$ cat src/pkg/tc_pkg.sv
// constants and types shared by the timer/counter block
`default_nettype none

package tc_pkg;

  //////////////////////////////////////////////////////////////////////////////
  // bus geometry
  localparam int          ADDR_W  = 12;     // byte address width of the slave
  localparam int          DATA_W  = 32;     // bus data width
  localparam logic [1:0]  RESP_OK = 2'h0;   // okay answer
  localparam logic [1:0]  RESP_DE = 2'h3;   // unmapped address answer

  //////////////////////////////////////////////////////////////////////////////
  // register indices, byte address is four times the index
  localparam logic [7:0]  IDX_TIMER  = 8'h01;  // timer_count
  localparam logic [7:0]  IDX_INTCTL = 8'h0B;  // interrupt_control
  localparam logic [7:0]  IDX_OPTION = 8'h81;  // option_config
  localparam logic [7:0]  IDX_PINDIR = 8'h85;  // pin_direction
  localparam logic [7:0]  IDX_CTRL   = 8'h90;  // sleep and watchdog clear

  //////////////////////////////////////////////////////////////////////////////
  // field positions
  localparam int OPT_CS_BIT    = 5;  // clock_source_select
  localparam int OPT_EDGE_BIT  = 4;  // count_edge_select
  localparam int OPT_PSA_BIT   = 3;  // prescaler_assign
  localparam int OPT_PS_LSB    = 0;  // prescale_ratio low bit
  localparam int PS_W          = 3;  // prescale_ratio width
  localparam int INT_FLAG_BIT  = 2;  // timer_overflow_flag
  localparam int INT_EN_BIT    = 5;  // timer_irq_enable
  localparam int CTRL_SLP_BIT  = 0;  // sleep mode
  localparam int CTRL_WDC_BIT  = 1;  // watchdog_clear_instr strobe
  localparam int PINDIR_W      = 6;  // implemented pin_direction bits

  //////////////////////////////////////////////////////////////////////////////
  // reset values
  localparam logic [7:0]          RST_TIMER  = 8'h00;
  localparam logic [7:0]          RST_INTCTL = 8'h00;
  localparam logic [7:0]          RST_OPTION = 8'hFF;
  localparam logic [PINDIR_W-1:0] RST_PINDIR = 6'h3F;

  //////////////////////////////////////////////////////////////////////////////
  // timing: the oscillator period is the bus clock period
  localparam int         CLK_NS      = 4;              // aclk period in ns
  localparam int         TOSC_NS     = 4;              // oscillator period in ns
  localparam int         TOSC_CLKS   = (TOSC_NS + CLK_NS - 1) / CLK_NS;
  localparam logic [1:0] INHIBIT_CYC = 2'h2;           // instruction cycles

  // instruction-cycle phases, one oscillator period each
  typedef enum logic [1:0] {PH_Q1, PH_Q2, PH_Q3, PH_Q4} tc_phase_t;

endpackage

`default_nettype wire

$ cat src/core/tc_timer_top.sv
// timer/counter with shared prescaler and AXI4-Lite register slave
`default_nettype none

// Summary of operation
// - internal source counts once per instruction cycle while the prescaler is on the watchdog
// - timer write stalls counting two instruction cycles
// - source select one counts external pin edges
// - edge select: zero rising, one falling
// - prescaler serves timer or watchdog, never both
// - ratio field divides 1:2 up to 1:256
// - wrap FFh to 00h sets overflow flag
// - enable bit gates request, flag still sets
// - timer stops during sleep, no wake-up
// - prescaler or pin sampled at Q2, Q4
// - increment 3 to 7 Tosc after edge
// - prescaler count hidden, cleared only indirectly
// - timer write clears prescaler when assigned
// - watchdog clear clears watchdog, and prescaler when assigned to it
// - assignment may change while timer runs
module tc_timer_top (
  input  wire logic                          aclk,
  input  wire logic                          aresetn,
  // AXI4-Lite slave
  input  wire logic [tc_pkg::ADDR_W-1:0]     s_axi_awaddr,
  input  wire logic                          s_axi_awvalid,
  output logic                               s_axi_awready,
  input  wire logic [tc_pkg::DATA_W-1:0]     s_axi_wdata,
  input  wire logic [3:0]                    s_axi_wstrb,
  input  wire logic                          s_axi_wvalid,
  output logic                               s_axi_wready,
  output logic [1:0]                         s_axi_bresp,
  output logic                               s_axi_bvalid,
  input  wire logic                          s_axi_bready,
  input  wire logic [tc_pkg::ADDR_W-1:0]     s_axi_araddr,
  input  wire logic                          s_axi_arvalid,
  output logic                               s_axi_arready,
  output logic [tc_pkg::DATA_W-1:0]          s_axi_rdata,
  output logic [1:0]                         s_axi_rresp,
  output logic                               s_axi_rvalid,
  input  wire logic                          s_axi_rready,
  // pin and neighbours
  input  wire logic                          external_count_input,
  input  wire logic                          watchdog_tick,
  output logic                               watchdog_timeout,
  output logic                               watchdog_clear,
  output logic                               timer_irq_req,
  output logic [tc_pkg::PINDIR_W-1:0]        pin_direction
);

  //////////////////////////////////////////////////////////////////////////////
  // declarations
  tc_pkg::tc_phase_t            phase_ff;      // instruction-cycle phase
  tc_pkg::tc_phase_t            nxt_phase;
  logic [7:0]                   timer_ff;      // timer_count
  logic [7:0]                   intctl_ff;     // interrupt_control
  logic [7:0]                   nxt_intctl;
  logic [7:0]                   option_ff;     // option_config
  logic [tc_pkg::PINDIR_W-1:0]  pindir_ff;     // pin_direction
  logic                         sleep_ff;      // sleep mode
  logic                         wdclr_ff;      // watchdog clear pulse
  logic                         wdto_ff;       // watchdog tick out
  logic [1:0]                   inhib_ff;      // stall after timer write
  logic                         ext_meta_ff;   // synchroniser stage one
  logic                         ext_sync_ff;   // synchroniser stage two
  logic                         ext_prev_ff;   // for edge detection
  logic                         smp_ff;        // Q2/Q4 sample
  logic                         smp_prev_ff;   // previous sample
  // bus state
  logic                         aw_ok_ff;      // write address held
  logic [tc_pkg::ADDR_W-1:0]    awaddr_ff;
  logic                         w_ok_ff;       // write data held
  logic [7:0]                   wdata_ff;      // only the low lane is used
  logic                         wlane_ff;      // low lane strobe
  logic                         bvalid_ff;
  logic [1:0]                   bresp_ff;
  logic                         rvalid_ff;
  logic [tc_pkg::DATA_W-1:0]    rdata_ff;
  logic [1:0]                   rresp_ff;
  logic [tc_pkg::DATA_W-1:0]    rd_mux;
  logic                         rd_hit;

  //////////////////////////////////////////////////////////////////////////////
  // register decode
  function automatic logic hit(input logic [tc_pkg::ADDR_W-1:0] a,
                               input logic [7:0] idx);
    return a == {2'h0, idx, 2'h0};
  endfunction

  wire wr_fire   = aw_ok_ff && w_ok_ff && !bvalid_ff;    // write takes effect
  wire wr_en     = wr_fire && wlane_ff;                   // low lane enabled
  wire wr_tmr    = wr_en && hit(awaddr_ff, tc_pkg::IDX_TIMER);
  wire wr_intctl = wr_en && hit(awaddr_ff, tc_pkg::IDX_INTCTL);
  wire wr_option = wr_en && hit(awaddr_ff, tc_pkg::IDX_OPTION);
  wire wr_pindir = wr_en && hit(awaddr_ff, tc_pkg::IDX_PINDIR);
  wire wr_ctrl   = wr_en && hit(awaddr_ff, tc_pkg::IDX_CTRL);
  wire wr_map    = hit(awaddr_ff, tc_pkg::IDX_TIMER)
                || hit(awaddr_ff, tc_pkg::IDX_INTCTL)
                || hit(awaddr_ff, tc_pkg::IDX_OPTION)
                || hit(awaddr_ff, tc_pkg::IDX_PINDIR)
                || hit(awaddr_ff, tc_pkg::IDX_CTRL);
  wire wd_clr_req = wr_ctrl && wdata_ff[tc_pkg::CTRL_WDC_BIT];

  // option fields
  wire                     opt_cs   = option_ff[tc_pkg::OPT_CS_BIT];
  wire                     opt_edge = option_ff[tc_pkg::OPT_EDGE_BIT];
  wire                     opt_psa  = option_ff[tc_pkg::OPT_PSA_BIT];
  wire [tc_pkg::PS_W-1:0]  opt_ps   = option_ff[tc_pkg::OPT_PS_LSB +: tc_pkg::PS_W];

  //////////////////////////////////////////////////////////////////////////////
  // instruction-cycle phases
  always_comb begin
    case (phase_ff)
      tc_pkg::PH_Q1: nxt_phase = tc_pkg::PH_Q2;
      tc_pkg::PH_Q2: nxt_phase = tc_pkg::PH_Q3;
      tc_pkg::PH_Q3: nxt_phase = tc_pkg::PH_Q4;
      default:       nxt_phase = tc_pkg::PH_Q1;
    endcase
  end

  wire q2 = phase_ff == tc_pkg::PH_Q2;
  wire q4 = phase_ff == tc_pkg::PH_Q4;        // last phase ends the cycle

  //////////////////////////////////////////////////////////////////////////////
  // external pin path
  // the edge select flips polarity so one rising detector serves both edges
  wire ext_lvl  = ext_sync_ff ^ opt_edge;
  wire ext_rise = ext_lvl && !ext_prev_ff;

  // prescaler source: watchdog ticks or the timer's own source
  wire psc_level;
  wire psc_tick;
  wire psc_src  = opt_psa ? watchdog_tick
                : (sleep_ff ? 1'b0 : (opt_cs ? ext_rise : q4));
  wire psc_clr  = (wr_tmr && !opt_psa)
               || (wd_clr_req && opt_psa);

  tc_prescaler u_psc (
    .aclk      (aclk),
    .aresetn   (aresetn),
    .clr       (psc_clr),
    .cnt_en    (psc_src),
    .ratio     (opt_ps),
    .out_level (psc_level),
    .tick      (psc_tick)
  );

  // the raw pin stands in for the prescaler output when not assigned
  wire smp_src = opt_psa ? ext_lvl : psc_level;
  wire ext_inc = smp_ff && !smp_prev_ff;

  //////////////////////////////////////////////////////////////////////////////
  // increment selection
  wire inc_src = opt_cs ? ext_inc
               : (opt_psa ? q4 : psc_tick);
  // a write in the same cycle wins over any count
  wire inc_now = inc_src && !sleep_ff
              && (inhib_ff == 2'h0) && !wr_tmr;
  wire ovf_set = inc_now && (timer_ff == 8'hFF);

  //////////////////////////////////////////////////////////////////////////////
  // interrupt_control next value, the overflow set wins over a write
  always_comb begin
    nxt_intctl = intctl_ff;
    if (wr_intctl) begin
      nxt_intctl = wdata_ff;
    end
    if (ovf_set) begin
      nxt_intctl[tc_pkg::INT_FLAG_BIT] = 1'b1;
    end
  end

  // request only while enabled; flag is kept regardless
  assign timer_irq_req = intctl_ff[tc_pkg::INT_FLAG_BIT]
                      && intctl_ff[tc_pkg::INT_EN_BIT];

  //////////////////////////////////////////////////////////////////////////////
  // phase and synchroniser flops
  always_ff @(posedge aclk) begin
    if (!aresetn) begin
      phase_ff    <= tc_pkg::PH_Q1;
      ext_meta_ff <= 1'b0;
      ext_sync_ff <= 1'b0;
      ext_prev_ff <= tc_pkg::RST_OPTION[tc_pkg::OPT_EDGE_BIT];  // idle level, no false edge
    end else begin
      phase_ff    <= nxt_phase;
      ext_meta_ff <= external_count_input;
      ext_sync_ff <= ext_meta_ff;
      ext_prev_ff <= ext_lvl;
    end
  end

  //////////////////////////////////////////////////////////////////////////////
  // sample the divided level, or the pin level when the prescaler is on the watchdog, twice per instruction cycle
  always_ff @(posedge aclk) begin
    if (!aresetn) begin
      smp_ff      <= tc_pkg::RST_OPTION[tc_pkg::OPT_EDGE_BIT];  // reset option routes pin straight in
      smp_prev_ff <= tc_pkg::RST_OPTION[tc_pkg::OPT_EDGE_BIT];  // so no count right after reset
    end else begin
      if (q2 || q4) begin
        smp_ff <= smp_src;
      end
      smp_prev_ff <= smp_ff;
    end
  end

  //////////////////////////////////////////////////////////////////////////////
  // stall counter after a timer write, counts instruction cycles down
  always_ff @(posedge aclk) begin
    if (!aresetn) begin
      inhib_ff <= 2'h0;
    end else if (wr_tmr) begin
      inhib_ff <= tc_pkg::INHIBIT_CYC;
    end else if (q4 && (inhib_ff != 2'h0)) begin
      inhib_ff <= inhib_ff - 2'h1;
    end
  end

  //////////////////////////////////////////////////////////////////////////////
  // timer count; option changes never stop it
  always_ff @(posedge aclk) begin
    if (!aresetn) begin
      timer_ff <= tc_pkg::RST_TIMER;
    end else if (wr_tmr) begin
      timer_ff <= wdata_ff;
    end else if (inc_now) begin
      timer_ff <= timer_ff + 8'h01;
    end
  end

  //////////////////////////////////////////////////////////////////////////////
  // software registers
  always_ff @(posedge aclk) begin
    if (!aresetn) begin
      intctl_ff <= tc_pkg::RST_INTCTL;
      option_ff <= tc_pkg::RST_OPTION;
      pindir_ff <= tc_pkg::RST_PINDIR;
      sleep_ff  <= 1'b0;
    end else begin
      intctl_ff <= nxt_intctl;
      if (wr_option) begin
        option_ff <= wdata_ff;
      end
      if (wr_pindir) begin
        pindir_ff <= wdata_ff[tc_pkg::PINDIR_W-1:0];
      end
      if (wr_ctrl) begin
        sleep_ff <= wdata_ff[tc_pkg::CTRL_SLP_BIT];
      end
    end
  end

  //////////////////////////////////////////////////////////////////////////////
  // watchdog side: clear pulse and (possibly divided) tick
  always_ff @(posedge aclk) begin
    if (!aresetn) begin
      wdclr_ff <= 1'b0;
      wdto_ff  <= 1'b0;
    end else begin
      wdclr_ff <= wd_clr_req;
      wdto_ff  <= opt_psa ? psc_tick : watchdog_tick;
    end
  end

  assign watchdog_clear   = wdclr_ff;
  assign watchdog_timeout = wdto_ff;
  assign pin_direction    = pindir_ff;

  //////////////////////////////////////////////////////////////////////////////
  // write channel: address and data in either order, answer after both
  always_ff @(posedge aclk) begin
    if (!aresetn) begin
      aw_ok_ff  <= 1'b0;
      awaddr_ff <= '0;
      w_ok_ff   <= 1'b0;
      wdata_ff  <= 8'h00;
      wlane_ff  <= 1'b0;
      bvalid_ff <= 1'b0;
      bresp_ff  <= tc_pkg::RESP_OK;
    end else begin
      if (s_axi_awvalid && s_axi_awready) begin
        aw_ok_ff  <= 1'b1;
        awaddr_ff <= s_axi_awaddr;
      end
      if (s_axi_wvalid && s_axi_wready) begin
        w_ok_ff  <= 1'b1;
        wdata_ff <= s_axi_wdata[7:0];
        wlane_ff <= s_axi_wstrb[0];
      end
      if (wr_fire) begin
        aw_ok_ff  <= 1'b0;
        w_ok_ff   <= 1'b0;
        bvalid_ff <= 1'b1;
        bresp_ff  <= wr_map ? tc_pkg::RESP_OK : tc_pkg::RESP_DE;
      end else if (bvalid_ff && s_axi_bready) begin
        bvalid_ff <= 1'b0;
      end
    end
  end

  // one write under way; new items wait until the answer is taken
  assign s_axi_awready = !aw_ok_ff && !bvalid_ff;
  assign s_axi_wready  = !w_ok_ff && !bvalid_ff;
  assign s_axi_bvalid  = bvalid_ff;
  assign s_axi_bresp   = bresp_ff;

  //////////////////////////////////////////////////////////////////////////////
  // read mux; the prescaler has no address at all
  always_comb begin
    rd_mux = '0;
    rd_hit = 1'b1;
    if (hit(s_axi_araddr, tc_pkg::IDX_TIMER)) begin
      rd_mux[7:0] = timer_ff;
    end else if (hit(s_axi_araddr, tc_pkg::IDX_INTCTL)) begin
      rd_mux[7:0] = intctl_ff;
    end else if (hit(s_axi_araddr, tc_pkg::IDX_OPTION)) begin
      rd_mux[7:0] = option_ff;
    end else if (hit(s_axi_araddr, tc_pkg::IDX_PINDIR)) begin
      rd_mux[tc_pkg::PINDIR_W-1:0] = pindir_ff;
    end else if (hit(s_axi_araddr, tc_pkg::IDX_CTRL)) begin
      rd_mux[tc_pkg::CTRL_SLP_BIT] = sleep_ff;             // strobe reads zero
    end else begin
      rd_hit = 1'b0;                                       // unmapped
    end
  end

  //////////////////////////////////////////////////////////////////////////////
  // read channel, data one cycle after the address is taken
  always_ff @(posedge aclk) begin
    if (!aresetn) begin
      rvalid_ff <= 1'b0;
      rdata_ff  <= '0;
      rresp_ff  <= tc_pkg::RESP_OK;
    end else if (s_axi_arvalid && s_axi_arready) begin
      rvalid_ff <= 1'b1;
      rdata_ff  <= rd_mux;
      rresp_ff  <= rd_hit ? tc_pkg::RESP_OK : tc_pkg::RESP_DE;
    end else if (rvalid_ff && s_axi_rready) begin
      rvalid_ff <= 1'b0;
    end
  end

  assign s_axi_arready = !rvalid_ff;
  assign s_axi_rvalid  = rvalid_ff;
  assign s_axi_rdata   = rdata_ff;
  assign s_axi_rresp   = rresp_ff;
endmodule

`default_nettype wire

$ cat src/core/tc_prescaler.sv
// shared eight-bit prescaler with selectable ratio
`default_nettype none

module tc_prescaler (
  input  wire logic                  aclk,
  input  wire logic                  aresetn,
  input  wire logic                  clr,        // clear the count
  input  wire logic                  cnt_en,     // one source event
  input  wire logic [tc_pkg::PS_W-1:0] ratio,    // 0 gives 1:2 ... 7 gives 1:256
  output logic                       out_level,  // divided, symmetric level
  output logic                       tick        // one pulse per full ratio
);

  logic [7:0] cnt_ff;   // never visible to software
  logic [7:0] mask;     // low bits that make up one ratio period

  // ones in the low ratio+1 bits
  function automatic logic [7:0] low_mask(input logic [tc_pkg::PS_W-1:0] r);
    logic [8:0] m;
    m = (9'h002 << r) - 9'h001;
    return m[7:0];
  endfunction

  assign mask      = low_mask(ratio);
  // last event of a period wraps the selected bit back low
  assign tick      = cnt_en && ((cnt_ff | ~mask) == 8'hFF);
  assign out_level = cnt_ff[ratio];

  //////////////////////////////////////////////////////////////////////////////
  // count; a clear wins so a side-effect clear is never lost
  always_ff @(posedge aclk) begin
    if (!aresetn) begin
      cnt_ff <= 8'h00;
    end else if (clr) begin
      cnt_ff <= 8'h00;
    end else if (cnt_en) begin
      cnt_ff <= cnt_ff + 8'h01;
    end
  end
endmodule

`default_nettype wire

$ cat config.mk
export PLATFORM = sky130hd
export DESIGN_NAME = tc_timer_top
export DESIGN_NICKNAME = d
export VERILOG_FILES = /design/src/pkg/tc_pkg.sv /design/src/core/tc_timer_top.sv /design/src/core/tc_prescaler.sv
export SDC_FILE = /design/constraint.sdc
export NUM_CORES = 1
export LEC_CHECK = 0
export ABC_AREA = 1
export ABC_CLOCK_PERIOD_IN_PS = 1800
export BUFFER_PORTS_ARGS = -buffer_cell sky130_fd_sc_hd__buf_2
export CORE_ASPECT_RATIO = 1.1
export CORE_MARGIN = 2
export CORE_UTILIZATION = 48
export CTS_BUF_LIST = sky130_fd_sc_hd__clkbuf_16
export DETAILED_ROUTE_END_ITERATION = 7
export PLACE_DENSITY_LB_ADDON = 0.05
export SLEW_MARGIN = 20
export SYNTH_ARGS = -nofsm -noshare
export SYNTH_HDL_FRONTEND = slang
export SYNTH_SLANG_ARGS = --single-unit
$ cat constraint.sdc
create_clock -name aclk -period 1.8 [get_ports aclk]
set_input_delay 0.36 -clock aclk [delete_from_list [all_inputs] [get_ports aclk]]
set_output_delay 0.36 -clock aclk [all_outputs]
set_load 0.05 [all_outputs]
# Word level (Yosys, flattened, before mapping)
# Index checks and enable logic that the tools add are counted.
# W data, S select, Z words.
# classes
n_addsub	4
order_cmp	1
eq_ne	15
shifts	1
muxes	34
bitwise_logic	4
reduce_logical	53
# op_table
cell	n
$eq A12 B10 Y1 const B	6
$mux W8	4
$logic_and A1 B1 Y1	27
$eq A12 B3 Y1 const B	2
$eq A12 B6 Y1 const B	2
$mux W1	20
$add A8 B1 Y8 const B	2
$eq A8 B8 Y1 const B	2
$reduce_bool A2 Y1	6
$mux W2	5
$logic_not A1 Y1	9
$not A8 Y8	1
$or A8 B8 Y8	1
$shl A2 B3 Y8 const A	1
$sub A8 B1 Y8 const B	1
$logic_or A1 B1 Y1	6
$mux W6	1
$pmux W2 S3	1
$reduce_or A2 Y1	3
$mux W5	1
$eq A2 B2 Y1 const B	2
$logic_not A2 Y1	2
$lt A3 B4 Y1 const B	1
$bmux W1 S3	1
other kinds (5)	5
# totals
reg_bits	87
in_bits	69
out_inout_bits	50
wordCells	139

# Logic depth before layout (Yosys ltp)
# logic_depth
ltp_word	13
ltp_mapped	14
mapped_depth_nobuf	14

# Modules after synthesis
# From an unflattened synthesis, not the netlist that was laid out.
# hier_totals
cells_unflattened	619
hier_area_um2	4425.5
# by_module_without_submodules
mod	n_inst	cells_each	area_per_inst_um2	seq_area_each_um2
tc_timer_top	1	521	3822.4	1541.5
tc_prescaler	1	98	603.1	160.2

# Worst setup path before layout
# No wires, ideal clock.
# synth_timing
path_kind	register -> register
start	reg bvalid_ff, in the netlist s_axi_bvalid
end	reg wlane_ff
setup_ns	0.116
t_arrival_ns	2.032
required_ns	1.684
setup_slack_ns	-0.348
path_stages_with_launch	6
n_path_buf	1
synth_period_minus_slack_ns	2.148
path_cell_list	dfxtp_1 nor2_1 nand2_1 clkbuf_1 o21ai_0 nor2_1
# synth_via
elab_chain_len	3
# synth_lines
item	line	source
start: declaration	tc_timer_top.sv:74	logic bvalid_ff;
start signal: assignment	tc_timer_top.sv:277	bvalid_ff <= 1'b0;
start signal: assignment	tc_timer_top.sv:292	bvalid_ff <= 1'b1;
start signal: assignment	tc_timer_top.sv:295	bvalid_ff <= 1'b0;
$logic_not A1 Y1	tc_timer_top.sv:302	assign s_axi_wready = !w_ok_ff && !bvalid_ff;
$logic_and A1 B1 Y1	tc_timer_top.sv:302	
via s_axi_wready	tc_timer_top.sv:30	output logic s_axi_wready,
$logic_and A1 B1 Y1	tc_timer_top.sv:284	if (s_axi_wvalid && s_axi_wready) begin
end signal: assignment	tc_timer_top.sv:287	wlane_ff <= s_axi_wstrb[0];
end: declaration	tc_timer_top.sv:73	logic wlane_ff;
# The timed path passes the listed nets, and every way through them passes these cells.
# A chain may end at the register's enable or synchronous reset.

# Worst setup path after layout
# layout_timing
start	reg option_ff[0]
end	reg timer_ff[0]
# layout_via
elab_chain_len	12
# layout_lines
item	line	source
start: declaration	tc_timer_top.sv:57	logic [7:0] option_ff;
start signal: assignment	tc_timer_top.sv:235	option_ff <= tc_pkg::RST_OPTION;
start signal: assignment	tc_timer_top.sv:241	option_ff <= wdata_ff;
$shl A2 B3 Y8	tc_prescaler.sv:20	m = (9'h002 << r) - 9'h001;
$sub A8 B1 Y8	tc_prescaler.sv:20	
$not A8 Y8	tc_prescaler.sv:26	assign tick = cnt_en && ((cnt_ff | ~mask) == 8'hFF);
$or A8 B8 Y8	tc_prescaler.sv:26	
$eq A8 B8 Y1	tc_prescaler.sv:26	
$logic_and A1 B1 Y1	tc_prescaler.sv:26	
$mux W1	tc_timer_top.sv:154	: (opt_psa ? q4 : psc_tick);
$mux W1	tc_timer_top.sv:153	wire inc_src = opt_cs ? ext_inc
$logic_and A1 B1 Y1	tc_timer_top.sv:156	wire inc_now = inc_src && !sleep_ff
$logic_and A1 B1 Y1 (2 in series)	tc_timer_top.sv:157	&& (inhib_ff == 2'h0) && !wr_tmr;
$reduce_bool A2 Y1 (no line)	--	
end signal: assignment	tc_timer_top.sv:222	timer_ff <= tc_pkg::RST_TIMER;
end signal: assignment	tc_timer_top.sv:224	timer_ff <= wdata_ff;
end signal: assignment	tc_timer_top.sv:226	timer_ff <= timer_ff + 8'h01;
end: declaration	tc_timer_top.sv:54	logic [7:0] timer_ff;
# Every way passes these cells.

==> impl_metrics.toml <==
[global_route]
grt_remaining_overflow = 0
grt_max_degree = 26
grt_usage = 0.216
grt_pass1_wl_um = 18200
antenna_found_initial = 0
grt_pass1_vias = 3877

[timing]
rsz0062_at_grt = "yes"
worstMarginPinSlew_ns = 0.537
setup_ws_ns = -0.0938
fin_skew_ns = 0.00604
relSlewSlack = 0.641
hold_ws_ns = 0.218
finalCritPeriodShare = 1.05
min_period_ns = 1.89
hold_violations = 0
slew_viol_final = 0
final.setup.tns_ns = -0.691
setup_viol = 9
fmax_ghz = 0.528

[worst_setup_path]
crit_buf_inv = 2
cp-end-kind = "flip-flop"
r2r_setup_slack_ns = -0.09
rr_endpoint = "timer_ff[0]$_SDFFE_PN0P_"
worstPathRequired_ns = 2.07
crit_arrival_ns = 2.17
path_max_fanout = 4
rr_worst_depth = 13
path_cells = "inv_4 > nor2_4 > nand2_2 > ha_4 > or2_1 > nand3_1 > nor2_2 > nand4_1 > nand2_2 > buf_12 > nand2_4 > nand3_1 > a21oi_2"
timing.rr.start = "option_ff[0]$_SDFFE_PN1P_"
crit_family = "simple AND/OR/NAND/NOR gates"
slowest_stage = "dfxtp_4"
startpoint = "option_ff[0]$_SDFFE_PN1P_"
slowest_delay_ns = 0.38
setup.worst_path.class = "flip-flop to flip-flop"
worstSetupStartpointType = "flip-flop"

[power]
power_frac_seq = 0.454
intPower_w = 0.00318
leakagePower_nw = 2.50
vdd_drop_max_mv = 0.476
clockPowerShare = 0.402
powerDensity_nw_per_um2 = 815
switching_share = 0.281
combPwrFrac = 0.144
p_sw_w = 0.00125
power.total_w = 0.00443

[synthesis]
ys_seq_area_frac = 0.371
yosys-top-cells-count = "nand2_1, dfxtp_1, inv_1"
synth-main-ff-cell = "dfxtp_1"
syn-instance-count = 615
async_flop_share = 0
synth_area_sq_um = 4590
synth_seq_cells = 85
synth_most_common_cell = "nand2_1"
ys_warn_count = 0
syn_area_per_cell_sq_um = 7.46
yosys-top-cells-area = "dfxtp_1, nand2_1, inv_1"
synth_cell_types = 49
yosysTopAreaCell = "dfxtp_1"
synth-edff-count = 0
yosysTopAreaCellShare = 0.371

[detailed_routing]
drcViolationCount = 0
num_vias = 4144
vias_per_cell = 5.08
drt_wl_total_um = 10800
ant_nets = 0
avgRoutedWirePerCell_um = 13.3
drt_iter0_drc = 174
drt-pass1-iter-count = 4

[die]
die_area_sq_um = 10400
die_w_um = 97.2
coreArea_sq_um = 9350
num_rows = 37
io-pin-count = 119
start_util = 0.491
die-height_um = 107

[placed_design]
io_buffers = 67
placed_cell_area_sq_um = 5040
place_congestion = 0.871
post-dp-hpwl_um = 8010

[final_layout]
final-seq-area_sq_um = 1710
fillers = 898
num_antenna_cells = 0
fin_util = 0.581
design_area_sq_um = 5440
layout-drive-gt1-share = 0.270
area_growth_pct = 18.5
multiInputGateArea_sq_um = 2450
layout.nets = 771

[outcome]
violations = "setup timing"
status = "complete, but fails checks"

[clocking]
h-tree-depth = 3
cts_hold_buf = 0
cts_tree = "done"
worstSkewPairLatency_ns = 0.34
clockBufferDepth = 2
root_buffer = "clkbuf_16"
clock_sinks = 85
cts_made_buffers = 9
clkTransAtPathRegs_ns = 0.06

[job]
cap_viol_max_count = 0

[worst_hold_path]
hold_class = "input port to flip-flop"
min_path_cells = 3
hold_path_end = "ext_meta_ff$_SDFF_PN0_"
hp-start = "external_count_input"
## cell usage in the layout, fill, tap and decap left out, types with 22 or more instances in the layout
cell type  instances
nand3_1           39
inv_1             65
o21ai_0           32
buf_4             22
nor2_1            31
nand2_1          102
dfxtp_1           83
a21oi_1           47
conb_1            24
buf_2             67
## state kept, by name, summed over array words and instances (netlist names), 2 cells and up
signal	cells
s_axi_rdata	8
wdata_ff	8
timer_ff	8
intctl_ff	8
inhib_ff	2
u_psc.cnt_ff	8
awaddr_ff	12
option_ff	8
phase_ff	2
pin_direction	6
## cells by family (layout without fill, tap and decap cells)
logic type / count (synthesis) / in the layout / synth area share
AO/OA/AOI/OAI: 135 / 135 / 0.182
AND/OR/NAND/NOR: 254 / 255 / 0.278
XOR/XNOR: 8 / 8 / 0.0153
adder cells (fa/ha/maj): 8 / 8 / 0.0218
buffers and inverters: 124 / 184 / 0.132
other: 1 / 24 / 0.000817
flip-flops: 85 / 85 / 0.371
## what timing repair did
item,CTS,global route
pin swaps,5,14
setup endpoints to repair,8,15
hold endpoints to repair,0,0
gates resized for setup,4,16
gates cloned,1,0
setup buffers,2,1
## worst max-delay path by stage
stage                                    end  slack, ns  cells after the start
finish              timer_ff[0]$_SDFFE_PN0P_      -0.09                     13
global route        timer_ff[7]$_SDFFE_PN0P_      -0.18                     13
CTS                 timer_ff[3]$_SDFFE_PN0P_      -0.08                     13
detailed placement  timer_ff[7]$_SDFFE_PN0P_      -0.08                     13
global placement    timer_ff[7]$_SDFFE_PN0P_      -0.05                     13
floorplan              wlane_ff$_SDFFE_PN0P_      -0.06                      5
## worst reg2reg max path: stages, from the launching register on
cell	delay (ns)
dfxtp_4	0.38
inv_4	0.05
nor2_4	0.11
nand2_2	0.07
ha_4	0.22
or2_1	0.20
nand3_1	0.09
nor2_2	0.05
nand4_1	0.11
nand2_2	0.11
buf_12	0.15
nand2_4	0.08
nand3_1	0.08
a21oi_2	0.13
## power by group through the flow
stage | Sequential, W | Clock, W | Combinational, W
2_1_floorplan | 0.00207 | 0 | 0.000503
3_3_place_gp | 0.00205 | 0 | 0.000616
3_5_place_dp | 0.00206 | 0 | 0.000636
4_1_cts | 0.00201 | 0.00182 | 0.000641
5_1_grt | 0.00202 | 0.00191 | 0.000711
6_report | 0.00201 | 0.00178 | 0.000636
## layer usage
metal  up-vias  wire length [um]  global-route usage  part of all wire
met1      1881              4960               0.283              0.46
li1       2154                 -                   -                 -
met5         -                 0                   0                 0
met4         0               182              0.0843             0.017
met3        11               493              0.0329             0.046
met2        98              5190               0.358              0.48
## metrics by stage
step                setup WS [ns]  instances
floorplan                 -0.0617        638
global placement          -0.0500        796
detailed placement        -0.0753        796
CTS                       -0.0804        815
global route               -0.184        816
finish                    -0.0938        816
## cell type report
| type | instances | area share |
|---|---|---|
| sequential | 85 | 0.314 |
| multi-input combinational | 430 | 0.450 |
| tap | 117 | 0.0269 |
| clock buffer | 9 | 0.0414 |
| inverter | 76 | 0.0536 |
| clock inverter | 7 | 0.0108 |
| timing repair buffer | 92 | 0.103 |
Power figures use the tool's default switching activity.
